===== config.mk =====
export PLATFORM = sky130hd
export DESIGN_NAME = wdt_timeout_reset
export DESIGN_NICKNAME = d
export VERILOG_FILES = /design/src/hdl/wdt_pkg.sv /design/src/hdl/wdt_limit.sv /design/src/hdl/wdt_timeout_reset.sv
export SDC_FILE = /design/constraint.sdc
export NUM_CORES = 1
export LEC_CHECK = 0
export ABC_AREA = 1
export CELL_PAD_IN_SITES_DETAIL_PLACEMENT = 1
export CELL_PAD_IN_SITES_GLOBAL_PLACEMENT = 1
export CORE_ASPECT_RATIO = 1.75
export CORE_MARGIN = 5
export CORE_UTILIZATION = 40
export DETAILED_ROUTE_END_ITERATION = 6
export DONT_BUFFER_PORTS = 1
export PLACE_DENSITY = 0.81
export SYNTH_ARGS = -nofsm -noshare
export SYNTH_HDL_FRONTEND = slang
export SYNTH_SLANG_ARGS = --single-unit

===== constraint.sdc =====
create_clock -name mclk -period 2.23 [get_ports mclk]
set_input_delay 0.446 -clock mclk [delete_from_list [all_inputs] [get_ports mclk]]
set_output_delay 0.446 -clock mclk [all_outputs]
set_load 0.005 [all_outputs]

===== src/hdl/wdt_pkg.sv =====
/*
 * Constants for the watchdog timeout and reset block.
 * Assumes a single system clock; used by every watchdog design file.
 */
package wdt_pkg;

    // Timeout select encodings and the matching power-of-two exponents.
    localparam logic [1:0] SEL_2P15 = 2'h0;
    localparam logic [1:0] SEL_2P18 = 2'h1;
    localparam logic [1:0] SEL_2P21 = 2'h2;
    localparam logic [1:0] SEL_2P24 = 2'h3;
    localparam int EXP_2P15 = 15;
    localparam int EXP_2P18 = 18;
    localparam int EXP_2P21 = 21;
    localparam int EXP_2P24 = 24;

    localparam int CNT_W = 25;
    localparam logic [CNT_W-1:0] CNT_RESET = 25'h0000000;

    // Reset window after the interrupt timeout, in system clocks.
    localparam int RESET_WINDOW_CYCLES = 512;

    // Length of the system reset pulse, in clocks.
    localparam int RST_PULSE_CYCLES = 4;
    localparam logic [2:0] PULSE_RESET = 3'h0;

    typedef enum logic [1:0] {
        WDT_COUNT = 2'b00,
        WDT_WINDOW = 2'b01,
        WDT_FIRE = 2'b11,
        WDT_RELEASE = 2'b10
    } wdt_state_t;

endpackage


===== src/hdl/wdt_limit.sv =====
/*
 * Terminal count decoder for the watchdog interval.
 * Assumes the select input is a registered, stable value.
 */
`timescale 1ns/100ps
module wdt_limit
    import wdt_pkg::*;
(
    // Selection.
    input wire logic [1:0] timeoutSelect,
    // Terminal counts.
    output logic [CNT_W-1:0] intLimit,
    output logic [CNT_W-1:0] rstLimit
);

    function automatic logic [CNT_W-1:0] interval(input logic [1:0] sel);
        case (sel)
            SEL_2P15: interval = CNT_W'(1) << EXP_2P15;
            SEL_2P18: interval = CNT_W'(1) << EXP_2P18;
            SEL_2P21: interval = CNT_W'(1) << EXP_2P21;
            default: interval = CNT_W'(1) << EXP_2P24;
        endcase
    endfunction

    always_comb begin
        intLimit = interval(timeoutSelect) - CNT_W'(1);
        rstLimit = interval(timeoutSelect) + CNT_W'(RESET_WINDOW_CYCLES) - CNT_W'(1);
    end

endmodule // wdt_limit


===== src/hdl/wdt_timeout_reset.sv =====
/*
 * Watchdog timer: free-running counter restarted by software, optional
 * interrupt at the selected timeout, system reset 512 clocks later.
 * Assumes restart, select and enable come from logic on mclk.
 */
// Behaviour
// - Software restart returns counter to start.
// - Select picks 2^15, 2^18, 2^21, 2^24 clocks.
// - Interrupt at timeout only when enabled.
// - Reset follows interrupt timeout by 512 clocks.
// - No restart in window causes system reset.
// - Missed restart resets only when resetEnable is set; interrupt optional.
`timescale 1ns/100ps
module wdt_timeout_reset
    import wdt_pkg::*;
(
    // Clock and reset.
    input wire logic mclk,
    input wire logic resetn,
    // Software control.
    input wire logic restart,
    input wire logic [1:0] timeoutSelect,
    input wire logic intEnable,
    input wire logic resetEnable,
    // Events.
    output logic wdtInt,
    output logic sysReset,
    output logic timeoutFlag
);

    wdt_state_t state_q, state_d;
    logic [CNT_W-1:0] count_q, count_d;
    logic [2:0] pulse_q, pulse_d;
    logic wdtInt_q, wdtInt_d;
    logic sysReset_q, sysReset_d;
    logic flag_q, flag_d;
    logic [CNT_W-1:0] intLimit;
    logic [CNT_W-1:0] rstLimit;
    logic intHit;
    logic rstHit;
    logic pulseLast;

    wdt_limit limitDec (
        .timeoutSelect(timeoutSelect),
        .intLimit(intLimit),
        .rstLimit(rstLimit)
    );

    // A limit counts as reached once the count is at or past it, so that a
    // shorter interval selected late still ends in a timeout.
    function automatic logic reached(
        input logic [CNT_W-1:0] cnt,
        input logic [CNT_W-1:0] lim
    );
        reached = cnt >= lim;
    endfunction

    always_comb begin
        intHit = reached(count_q, intLimit);
        rstHit = reached(count_q, rstLimit);
        pulseLast = pulse_q == 3'(RST_PULSE_CYCLES - 2);
    end

    // Sequencer: counting, reset window, reset pulse, release.
    always_comb begin
        state_d = state_q;
        case (state_q)
            WDT_COUNT: begin
                if (!restart && intHit) begin
                    state_d = WDT_WINDOW;
                end
            end
            WDT_WINDOW: begin
                if (restart) begin
                    state_d = WDT_COUNT;
                end else if (rstHit) begin
                    // A disabled reset still leaves the timeout flag standing.
                    if (resetEnable) begin
                        state_d = WDT_FIRE;
                    end else begin
                        state_d = WDT_COUNT;
                    end
                end
            end
            WDT_FIRE: begin
                if (pulseLast) begin
                    state_d = WDT_RELEASE;
                end
            end
            WDT_RELEASE: begin
                state_d = WDT_COUNT;
            end
            default: begin
                state_d = WDT_COUNT;
            end
        endcase
    end

    always_ff @(posedge mclk or negedge resetn) begin
        if (!resetn) begin
            state_q <= WDT_COUNT;
        end else begin
            state_q <= state_d;
        end
    end

    // Interval counter; a restart is ignored while the reset pulse runs.
    always_comb begin
        count_d = count_q + CNT_W'(1);
        case (state_q)
            WDT_COUNT: begin
                if (restart) begin
                    count_d = CNT_RESET;
                end
            end
            WDT_WINDOW: begin
                if (restart) begin
                    count_d = CNT_RESET;
                end else if (rstHit) begin
                    count_d = CNT_RESET;
                end
            end
            default: begin
                count_d = CNT_RESET;
            end
        endcase
    end

    always_ff @(posedge mclk or negedge resetn) begin
        if (!resetn) begin
            count_q <= CNT_RESET;
        end else begin
            count_q <= count_d;
        end
    end

    // Reset pulse length counter, idle at zero outside the pulse.
    always_comb begin
        pulse_d = PULSE_RESET;
        if (state_q == WDT_FIRE) begin
            pulse_d = pulse_q + 3'h1;
        end
    end

    always_ff @(posedge mclk or negedge resetn) begin
        if (!resetn) begin
            pulse_q <= PULSE_RESET;
        end else begin
            pulse_q <= pulse_d;
        end
    end

    // Interrupt pulse, one cycle long at the interval timeout.
    always_comb begin
        wdtInt_d = 1'b0;
        if (state_q == WDT_COUNT && !restart && intHit) begin
            wdtInt_d = intEnable;
        end
    end

    always_ff @(posedge mclk or negedge resetn) begin
        if (!resetn) begin
            wdtInt_q <= 1'b0;
        end else begin
            wdtInt_q <= wdtInt_d;
        end
    end

    // System reset, raised at the reset timeout and held through the pulse.
    always_comb begin
        sysReset_d = 1'b0;
        case (state_q)
            WDT_WINDOW: begin
                sysReset_d = !restart && rstHit && resetEnable;
            end
            WDT_FIRE: begin
                sysReset_d = 1'b1;
            end
            default: begin
                sysReset_d = 1'b0;
            end
        endcase
    end

    always_ff @(posedge mclk or negedge resetn) begin
        if (!resetn) begin
            sysReset_q <= 1'b0;
        end else begin
            sysReset_q <= sysReset_d;
        end
    end

    // Timeout flag, cleared by any accepted restart or by the end of the pulse.
    always_comb begin
        flag_d = flag_q;
        case (state_q)
            WDT_COUNT: begin
                if (restart) begin
                    flag_d = 1'b0;
                end else if (intHit) begin
                    flag_d = 1'b1;
                end
            end
            WDT_WINDOW: begin
                if (restart) begin
                    flag_d = 1'b0;
                end
            end
            WDT_RELEASE: begin
                flag_d = 1'b0;
            end
            default: begin
                flag_d = flag_q;
            end
        endcase
    end

    always_ff @(posedge mclk or negedge resetn) begin
        if (!resetn) begin
            flag_q <= 1'b0;
        end else begin
            flag_q <= flag_d;
        end
    end

    assign wdtInt = wdtInt_q;
    assign sysReset = sysReset_q;
    assign timeoutFlag = flag_q;

endmodule // wdt_timeout_reset


==> summary.txt, run 1 <==
Core ar. -> 5879 µm²
Syn Inst Count -> 327
Sequential area share after synthesis -> 0.3400
Asr flop ratio synth -> 1.000
Yosys cell types -> 34
Mean post-synth cell area -> 7.427 µm²
Slowest cell on the critical path -> dfrtp_1
Largest family of logic cells by synthesized area -> simple AND/OR/NAND/NOR gates
ANT nets after route -> 0
Die area -> 7791 µm²
Post-detail-place hpwl -> 5.439 mm
Largest cells by area after synthesis -> dfrtp_1 34%, nand2_1 11%, ha_1 8.8%, nor2_1 7.0%, inv_1 6.6%
Initial Util -> 0.4131
P_leak -> 0.001301 µW
Max frequency -> 0.5013 GHz
Post-synthesis mux area share -> 0
Via Count -> 2,171
CP Launch Type -> flip-flop
Cell Area, Synth -> 2429 µm²
Total Routing Usage GR -> 0.1897
Area of the multi-input gates -> 1388 µm²
Req. time, crit path -> 2.41 ns
CTS H-tree depth -> 2
Post-DR vias/cell -> 5.244
Fin crit period -> 1.995 ns
Placer Congestion -> 0.8874
GR Overflow Total -> 0
Final worst-path setup slack -> 0.2353 ns
Routed WL per cell -> 16.11 µm
ANT cells -> 0
Skew final -> 0.005032 ns
Simple-gate share of the synthesized area -> 0.3364
Fraction of layout cells with a size suffix above 1 -> 0.1071
First-pass GRT wire length -> 10.85 mm
DRC Markers -> 0
Place WS -> 0.07121 ns
Largest net degree at the start of global routing -> 34
Drt pass-1 iters -> 4
CTS tree -> built
CP delay by family, top -> simple AND/OR/NAND/NOR gates
Number of global-route vias before repair -> 2,364
Setup_tns -> 0 ns
Crit path DAT -> 2.18 ns
Most frequent cell after synthesis -> nand2_1
Critical-path cell list -> ha_1 > nand2_1 > nor2_1 > nand3_1 > nor2_1 > a21oi_1 > nand2_1 > nand2_1 > nand2_1 > nand2_2 > nand2_1 > nand2_1
Clk sinks -> 33
Area Growth Syn to Fin -> 8.810%
Postcts setup bufs -> 0
CTS root buffer -> clkbuf_8
Final number of hold-violating endpoints -> 0
Min-delay worst type -> input port to flip-flop
Register area -> 825.8 µm²
Initial antenna violation count -> 0
Area leader, netlist -> dfrtp_1
Yosys reg bits -> 33
Worst Path Buf+Inv -> 0
Filler Cells Inserted -> 770
Least-Margin Pin Slew -> 0.4111 ns
Setup CP Type -> flip-flop to flip-flop
Routed wire length -> 6.668 mm
Boundary pin count -> 10
Final setup viols -> 0
Maxcap violations -> 0
Peak supply drop -> 0.4201 mV
Synth top cells by count -> 73 x nand2_1, 45 x nor2_1, 43 x inv_1
Primary FF master, synth -> dfrtp_1
XOR/XNOR Fraction of Synth Area -> 0.05410
Syn nets -> 351
Critical Path Max Stage Delay -> 0.38 ns
Status -> complete, no violations
Cell mode on critical path -> nand2_1
Final slew viol count -> 0
Clock Latency Late Sink -> 0.29 ns
Max_slew headroom -> 0.7249
Largest fanout on the critical path -> 3
Clk slew on worst S/H paths -> 0.07 ns
Tcrit/Tclk final -> 0.8945
RSZ-0062 raised after global routing -> false
Final core occ -> 0.4495
Row cnt -> 37
Pwr dens -> 659.3 nW/µm²
Compound-cell area share of the yosys netlist -> 0.09325
Share of the synthesized area in the top cell type -> 0.3400
Final #Nets -> 359
Yosys warnings -> 0
CTS Buf Count -> 5
First DRT Iteration DRCs -> 72
Width of the die -> 68.90 µm
Post-Synth Adder-Cell Area -> 0.08758
# port buffers -> 0
Post-synth EDFFs -> 0
Die Ht -> 113.1 µm
Clk buf depth -> 2
CP Capture Type -> flip-flop
## cells by family (layout without fill, tap and decap cells)
| group | Yosys count | after routing |
|---|---|---|
| AO/OA/AOI/OAI | 37 | 37 |
| XOR/XNOR | 15 | 15 |
| adder cells (fa/ha/maj) | 17 | 17 |
| buffers and inverters | 51 | 60 |
| flip-flops | 33 | 33 |
| AND/OR/NAND/NOR | 174 | 174 |
## worst register-to-register path, cell delays in order (launching register included)
cell,delay (ns)
dfrtp_1,0.38
ha_1,0.18
nand2_1,0.10
nor2_1,0.24
nand3_1,0.29
nor2_1,0.18
a21oi_1,0.07
nand2_1,0.10
nand2_1,0.06
nand2_1,0.10
nand2_2,0.07
nand2_1,0.06
nand2_1,0.05
## report_power, final
group | switching, µW | internal [µW] | total (µW)
logic | 402 | 193 | 594
clock network | 227 | 216 | 444
registers | 50.8 | 654 | 704
total | 680 | 1060 | 1740
## metrics by stage
| stage | area [µm²] | cells | hold WS (ns) | power [µW] |
|---|---|---|---|---|
| global route | 2643 | 414 | 0.2697 | 1855 |
| CTS | 2643 | 414 | 0.2618 | 1765 |
| detailed placement | 2530 | 404 | 0.1519 | 1297 |
| finish | 2643 | 414 | 0.2708 | 1742 |
| floorplan | 2429 | 327 | 0.1504 | 1141 |
| global placement | 2530 | 404 | 0.1522 | 1267 |
## layout make-up
class / instances / area share
sequential: 33 / 0.3125
tap: 78 / 0.03693
timing repair buffer: 7 / 0.03030
clock inverter: 2 / 0.003788
multi-input combinational: 243 / 0.5251
clock buffer: 6 / 0.02746
inverter: 45 / 0.06392
## repair_timing
item / 4_1_cts / 5_1_grt
gates resized for setup: 0 / 0
hold buffers: 2 / 0
hold endpoints to repair: 33 / 0
## flip-flops by register name (all words and copies together), names as in the netlist
signal	count
timeoutFlag	1
count_q	25
state_q	2
sysReset	1
wdtInt	1
pulse_q	3
## layer usage
| metal | GRT usage | vias to the layer above | part of all wire |
|---|---|---|---|
| met5 | 0 | - | 0 |
| met4 | 0.09635 | 0 | 0.037 |
| met3 | 0.03277 | 16 | 0.016 |
| met2 | 0.3814 | 18 | 0.61 |
| met1 | 0.1613 | 1078 | 0.33 |
| li1 | - | 1059 | - |
## layout by cell type, fill, tap and decap left out, drive strengths merged
cell         count
a21boi           1
xor2            14
o22ai            1
nand3           22
or2              3
a21oi           28
nor3b            4
a31oi            1
buf              6
clkbuf           6
nand2           76
o21bai           1
ha              17
inv             45
nor2            49
xnor2            1
clkinv           2
dlygate4sd3      1
nor3             7
nand4           10
nand3b           2
nor4             1
o21ai            5
dfrtp           33
## worst paths after layout
check / depth (start not counted) / endpoint / slack [ns] / startpoint
max in group asynchronous: 2 / pulse_q[1] / 1.44 / resetn
min reg2reg: 1 / pulse_q[0] / 0.46 / pulse_q[0]
max reg2reg: 12 / state_q[1] / 0.24 / count_q[0]
min in group asynchronous: 2 / count_q[9] / 0.59 / resetn
max: 12 / state_q[1] / 0.24 / count_q[0]
min: 2 / wdtInt / 0.27 / intEnable
No activity file was read; power rests on OpenSTA's default activity.
==> inputs of run 2 (changes only) <==
--- a/config.mk
+++ b/config.mk
@@ -10,10 +10,10 @@
 export CELL_PAD_IN_SITES_GLOBAL_PLACEMENT = 1
 export CORE_ASPECT_RATIO = 1.75
 export CORE_MARGIN = 5
-export CORE_UTILIZATION = 40
+export CORE_UTILIZATION = 45
 export DETAILED_ROUTE_END_ITERATION = 6
 export DONT_BUFFER_PORTS = 1
-export PLACE_DENSITY = 0.81
+export PLACE_DENSITY = 0.88
 export SYNTH_ARGS = -nofsm -noshare
 export SYNTH_HDL_FRONTEND = slang
 export SYNTH_SLANG_ARGS = --single-unit
==> run 2 against run 1 <==
  * Wire length decreased by 3.5%
  * Combinational power increased by 0.7%
  * Non-clock buffer count unchanged
  * Critical path depth fell by 3
  * Core utilization is 5.1 points higher
  * Clock-buffer cell count grew 1
  * Critical path type unchanged
  * Critical endpoint is now count_q[12]
==> summary.txt, run 2 (same netlist as run 1, synthesis figures left out) <==
Status -> complete, no violations
Routed WL per cell -> 16.46 µm
Clock Latency Late Sink -> 0.28 ns
Hold Slack -> 0.2722 ns
First-pass GRT wire length -> 11.10 mm
Largest fanout on the critical path -> 17
Final slew viol count -> 0
Place WS -> 0.07914 ns
Critical Path Max Stage Delay -> 0.42 ns
Final instance area -> 2633 µm²
Skew final -> 0.002839 ns
Fin crit period -> 2.021 ns
Top flop regs -> count_q x25, pulse_q x3, state_q x2
CP Capture Type -> flip-flop
Postcts setup bufs -> 0
RSZ-0062 raised after global routing -> false
Max_slew headroom -> 0.7444
Least-Margin Pin Slew -> 0.3821 ns
Routed wire length -> 6.437 mm
Final #Nets -> 359
Peak supply drop -> 0.4737 mV
ANT cells -> 0
Metal3 WL -> 109 µm
CP delay by family, top -> simple AND/OR/NAND/NOR gates
Placer Congestion -> 0.8728
PostCTS Resize Cnt -> 0
Met2 WL -> 3.833 mm
Width of the die -> 65.53 µm
Row cnt -> 35
Total Routing Usage GR -> 0.2071
Initial antenna violation count -> 0
Placed Instance Area -> 2501 µm²
CTS H-tree depth -> 2
Max Used Layer -> met4
CTS root buffer -> clkbuf_8
Clk sinks -> 33
Final number of hold-violating endpoints -> 0
Post-DR vias/cell -> 5.581
WL met1 -> 2.223 mm
GR Overflow Total -> 0
Boundary pin count -> 10
Initial Util -> 0.4621
Max reg flops -> 25
Fraction of layout cells with a size suffix above 1 -> 0.1101
Hold buffer count at CTS -> 2
Tcrit/Tclk final -> 0.9061
Via Count -> 2,182
Core ar. -> 5255 µm²
Clk slew on worst S/H paths -> 0.07 ns
Post-detail-place hpwl -> 5.296 mm
# port buffers -> 0
P_leak -> 0.001310 µW
Die area -> 7024 µm²
Crit path DAT -> 2.23 ns
Max frequency -> 0.4949 GHz
Clk buf depth -> 2
CP Launch Type -> flip-flop
Req. time, crit path -> 2.43 ns
Min-delay worst type -> input port to flip-flop
CTS Buf Count -> 5
First DRT Iteration DRCs -> 83
ANT nets after route -> 0
Final setup viols -> 0
DRC Markers -> 0
Biggest register -> count_q
Slowest cell on the critical path -> dfrtp_1
Drt pass-1 iters -> 4
Final worst-path setup slack -> 0.2093 ns
CTS tree -> built
Setup CP Type -> flip-flop to flip-flop
Setup_tns -> 0 ns
Pwr dens -> 683.3 nW/µm²
Most common cell after layout, fill and taps aside -> nand2_1
Maxcap violations -> 0
Worst Path Buf+Inv -> 2
Largest net degree at the start of global routing -> 34
Critical-path cell list -> ha_1 > inv_1 > o21bai_1 > nor2_1 > nand2_1 > a21oi_4 > nand4_4 > buf_12 > a21oi_1
Die Ht -> 107.2 µm
Commonest cells after routing, fill and taps aside -> 73 x nand2_1, 45 x nor2_1, 43 x inv_1
Area Growth Syn to Fin -> 8.398%
Number of global-route vias before repair -> 2,403
==> run 2: changes by cell type in the layout (fill, tap and decap cells not counted) <==
cell | before | now
clkbuf_1 | 1 | 0
clkinv_2 | 2 | 1
clkbuf_8 | 5 | 7
==> run 2: area by class of cell <==
class,count,area [µm²]
Timing Repair Buffer,7,80.08
Fill cell,694,2623
Sequential cell,33,825.8
Tap cell,55,68.82
Inverter,45,168.9
Clock inverter,1,5.005
Clock buffer,7,96.34
Multi-Input combinational cell,243,1388
==> run 2: through the flow <==
stage / power [µW] / utilization / cells
finish: 1799 / 0.5010 / 391
global route: 1925 / 0.5010 / 391
CTS: 1823 / 0.5010 / 391
detailed placement: 1299 / 0.4760 / 381
floorplan: 1141 / - / 327
global placement: 1269 / 0.4760 / 381
==> run 2: path summary, 6_finish.rpt <==
kind | from | endpoint | slack (ns) | cells after the start
worst min-delay path | intEnable | wdtInt | 0.27 | 2
worst max-delay path | count_q[24] | count_q[12] | 0.21 | 9
min in group asynchronous | resetn | count_q[9] | 0.59 | 2
worst max register to register | count_q[24] | count_q[12] | 0.21 | 9
worst min register to register | pulse_q[2] | pulse_q[2] | 0.46 | 1
max in group asynchronous | resetn | state_q[1] | 1.46 | 2
==> run 2: layer usage <==
metal,GRT usage,vias to the layer above
met3,0.03145,18
met5,0,-
met1,0.1910,1074
li1,-,1064
met2,0.4148,26
met4,0.1039,0
==> run 2: power by group <==
| part | leakage (µW) | internal, µW | switching, µW | total (µW) |
|---|---|---|---|---|
| logic | 0.000800 | 192 | 406 | 598 |
| clock network | 0.0000542 | 279 | 219 | 497 |
| registers | 0.000456 | 654 | 49.4 | 703 |
| total | 0.00131 | 1120 | 674 | 1800 |
==> inputs of run 3 (changes only) <==
--- a/config.mk
+++ b/config.mk
@@ -5,7 +5,7 @@
 export SDC_FILE = /design/constraint.sdc
 export NUM_CORES = 1
 export LEC_CHECK = 0
-export ABC_AREA = 1
+export CAP_MARGIN = 20
 export CELL_PAD_IN_SITES_DETAIL_PLACEMENT = 1
 export CELL_PAD_IN_SITES_GLOBAL_PLACEMENT = 1
 export CORE_ASPECT_RATIO = 1.75
@@ -13,7 +13,7 @@
 export CORE_UTILIZATION = 45
 export DETAILED_ROUTE_END_ITERATION = 6
 export DONT_BUFFER_PORTS = 1
-export PLACE_DENSITY = 0.88
+export PLACE_DENSITY = 0.85
 export SYNTH_ARGS = -nofsm -noshare
 export SYNTH_HDL_FRONTEND = slang
 export SYNTH_SLANG_ARGS = --single-unit
==> run 3 against run 2 <==
  * The flow now finishes with violations (setup timing)
  * Critical path depth is 1 lower
  * First-iteration DRC count is 30% lower
  * Wire length is 3.8% lower
  * Core utilization is 8.9 points higher
  * Cell count is 24% lower
  * Global-route usage is 0.26 points lower
  * Worst hold slack worse by 0.018 ns
  * Flip-flop and latch count stayed put
  * Die area is 12% lower
  * Via count is 16% lower
  * Synthesized cell count is 34% lower
  * Clock-buffer cell count stayed put
  * Largest cell class unchanged
==> summary.txt, run 3 <==
First-pass GRT wire length -> 9.349 mm
Post-detail-place hpwl -> 3.976 mm
Syn Inst Count -> 217
Hold Slack -> 0.2545 ns
Fin crit period -> 2.267 ns
Pwr dens -> 445.9 nW/µm²
Via Count -> 1,842
Dpl cells -> 283
Top flop regs -> count_q x25, pulse_q x3, state_q x2
Yosys reg bits -> 33
Largest cells by area after synthesis -> dfrtp_1 40%, ha_1 10%, nor3_1 6.7%, xnor2_1 5.9%, xor2_1 4.2%
Yosys warnings -> 0
Max reg flops -> 25
Cell Area, Synth -> 2087 µm²
Clock Latency Late Sink -> 0.30 ns
CP Capture Point -> count_q[13]
RSZ-0062 raised after global routing -> true
Total Routing Usage GR -> 0.2045
Tcrit/Tclk final -> 1.017
Post-synth EDFFs -> 0
Area leader, netlist -> dfrtp_1
Mean post-synth cell area -> 9.618 µm²
Final setup viols -> 9
CTS H-tree depth -> 2
Share of the synthesized area in the top cell type -> 0.3957
Area of the multi-input gates -> 1308 µm²
Final core occ -> 0.5904
Placer Congestion -> 0.7693
Commonest cells after routing, fill and taps aside -> 33 x dfrtp_1, 24 x buf_4, 22 x nor3_1
Biggest register -> count_q
Routed wire length -> 6.194 mm
R2r endpoint -> count_q[13]
Crit path DAT -> 2.45 ns
Synth top cells by count -> 33 x dfrtp_1, 28 x nor3_1, 17 x ha_1
Final #Nets -> 271
Status -> complete, but fails checks
Post-DR vias/cell -> 6.181
Register area -> 825.8 µm²
Routed WL per cell -> 20.79 µm
Filler Cells Inserted -> 497
ANT cells -> 0
Clk slew on worst S/H paths -> 0.08 ns
Area Growth Syn to Fin -> 25.72%
Crit path from -> count_q[18]
Final worst-path setup slack -> -0.03698 ns
CTS Buf Count -> 5
Least-Margin Pin Slew -> 0.4894 ns
Primary FF master, synth -> dfrtp_1
Final slew viol count -> 0
ANT nets after route -> 0
Fraction of layout cells with a size suffix above 1 -> 0.2591
Setup_tns -> -0.1058 ns
GR Overflow Total -> 0
Largest net degree at the start of global routing -> 34
Asr flop ratio synth -> 1.000
Width of the die -> 61.48 µm
Die Ht -> 100.1 µm
Failing checks -> setup timing
Sequential area share after synthesis -> 0.3957
Place WS -> -0.2867 ns
Reg2reg path depth -> 8
CP Launch Type -> flip-flop
Boundary pin count -> 10
Largest fanout on the critical path -> 6
Core ar. -> 4444 µm²
Reg2reg start -> count_q[18]
Max_slew headroom -> 0.6737
Maxcap violations -> 0
R2R Setup Slk -> -0.04 ns
CP Capture Type -> flip-flop
Fin cells -> 298
Most frequent cell after synthesis -> dfrtp_1
Min-delay worst type -> input port to flip-flop
DRC Markers -> 0
Clk buf depth -> 2
First DRT Iteration DRCs -> 58
Max frequency -> 0.4411 GHz
Die area -> 6154 µm²
Final number of hold-violating endpoints -> 0
Skew final -> 0.01423 ns
# port buffers -> 0
CTS root buffer -> clkbuf_8
Initial Util -> 0.4696
Syn nets -> 241
Setup CP Type -> flip-flop to flip-flop
Yosys cell types -> 46
Most common cell after layout, fill and taps aside -> dfrtp_1
P_leak -> 0.001118 µW
Number of global-route vias before repair -> 2,030
Row cnt -> 32
Initial antenna violation count -> 0
Clk sinks -> 33
Peak supply drop -> 0.3835 mV
Drt pass-1 iters -> 4
Req. time, crit path -> 2.42 ns
CTS tree -> built
run 3: cell count changes in the layout (fill, tap and decap cells not counted), moves of 6 or more:
cell	previous run	this run
xnor2_1	1	14
buf_4	4	24
a21oi_1	21	4
inv_1	43	10
nor3_1	5	22
nand2_1	73	12
a21oi_2	6	0
nand3_1	22	13
nor2_1	45	9
run 3: worst min path at each step:
stage | start | endpoint | slack [ns] | cells after the start
after floorplan | resetn | count_q[0] | 0.15 | 0
after global placement | resetn | count_q[10] | 0.15 | 0
after detailed placement | resetn | count_q[11] | 0.15 | 0
after CTS | restart | timeoutFlag | 0.25 | 1
after global routing | restart | timeoutFlag | 0.27 | 1
final | restart | timeoutFlag | 0.25 | 1
run 3: logic make-up after synthesis:
group | synth area share
multiplexers | 0.004796
buffers and inverters | 0.03657
flip-flops | 0.3957
AO/OA/AOI/OAI | 0.09472
XOR/XNOR | 0.1007
adder cells (fa/ha/maj) | 0.1019
AND/OR/NAND/NOR | 0.2656
run 3: timing repair:
action / CTS / global route
hold buffers: 2 / 0
endpoints found under the setup margin: 2 / 28
cloned: 0 / 3
resized for setup: 1 / 16
endpoints found under the hold margin: 33 / 0
pin swaps: 2 / 7
buffers inserted: 0 / 3
run 3: metal layers:
layer  global-route usage  routed length, µm  vias up
li1                     -                  -      842
met1               0.2117               2334      928
met2               0.3680               3406       46
met3              0.03475                169       26
met4               0.1095                284        0
met5                    0                  0        -
run 3: per-stage QoR:
| step | cell area (µm²) | total power (µW) |
|---|---|---|
| 2_1_floorplan | 2136 | 653.2 |
| 3_3_place_gp | 2326 | 672.0 |
| 3_5_place_dp | 2326 | 676.2 |
| 4_1_cts | 2449 | 1158 |
| 5_1_grt | 2624 | 1211 |
| 6_report | 2624 | 1170 |
run 3: final cells by class:
type | instances | area share
Sequential cell | 33 | 0.3147
Timing Repair Buffer | 31 | 0.1154
Inverter | 10 | 0.01431
Multi-Input combinational cell | 166 | 0.4983
Tap cell | 51 | 0.02432
Clock buffer | 7 | 0.03290
run 3: critical path, stage by stage (launching register included):
cell       delay, ns
dfrtp_1         0.39
buf_4           0.16
ha_4            0.15
nor3_1          0.30
o2111ai_2       0.21
o2111ai_2       0.34
a21oi_4         0.17
buf_12          0.18
nor3b_1         0.25
run 3: power breakdown:
part	internal (µW)	switching [µW]
sequential	603	4.54
clock	245	230
combinational	36.9	50.3
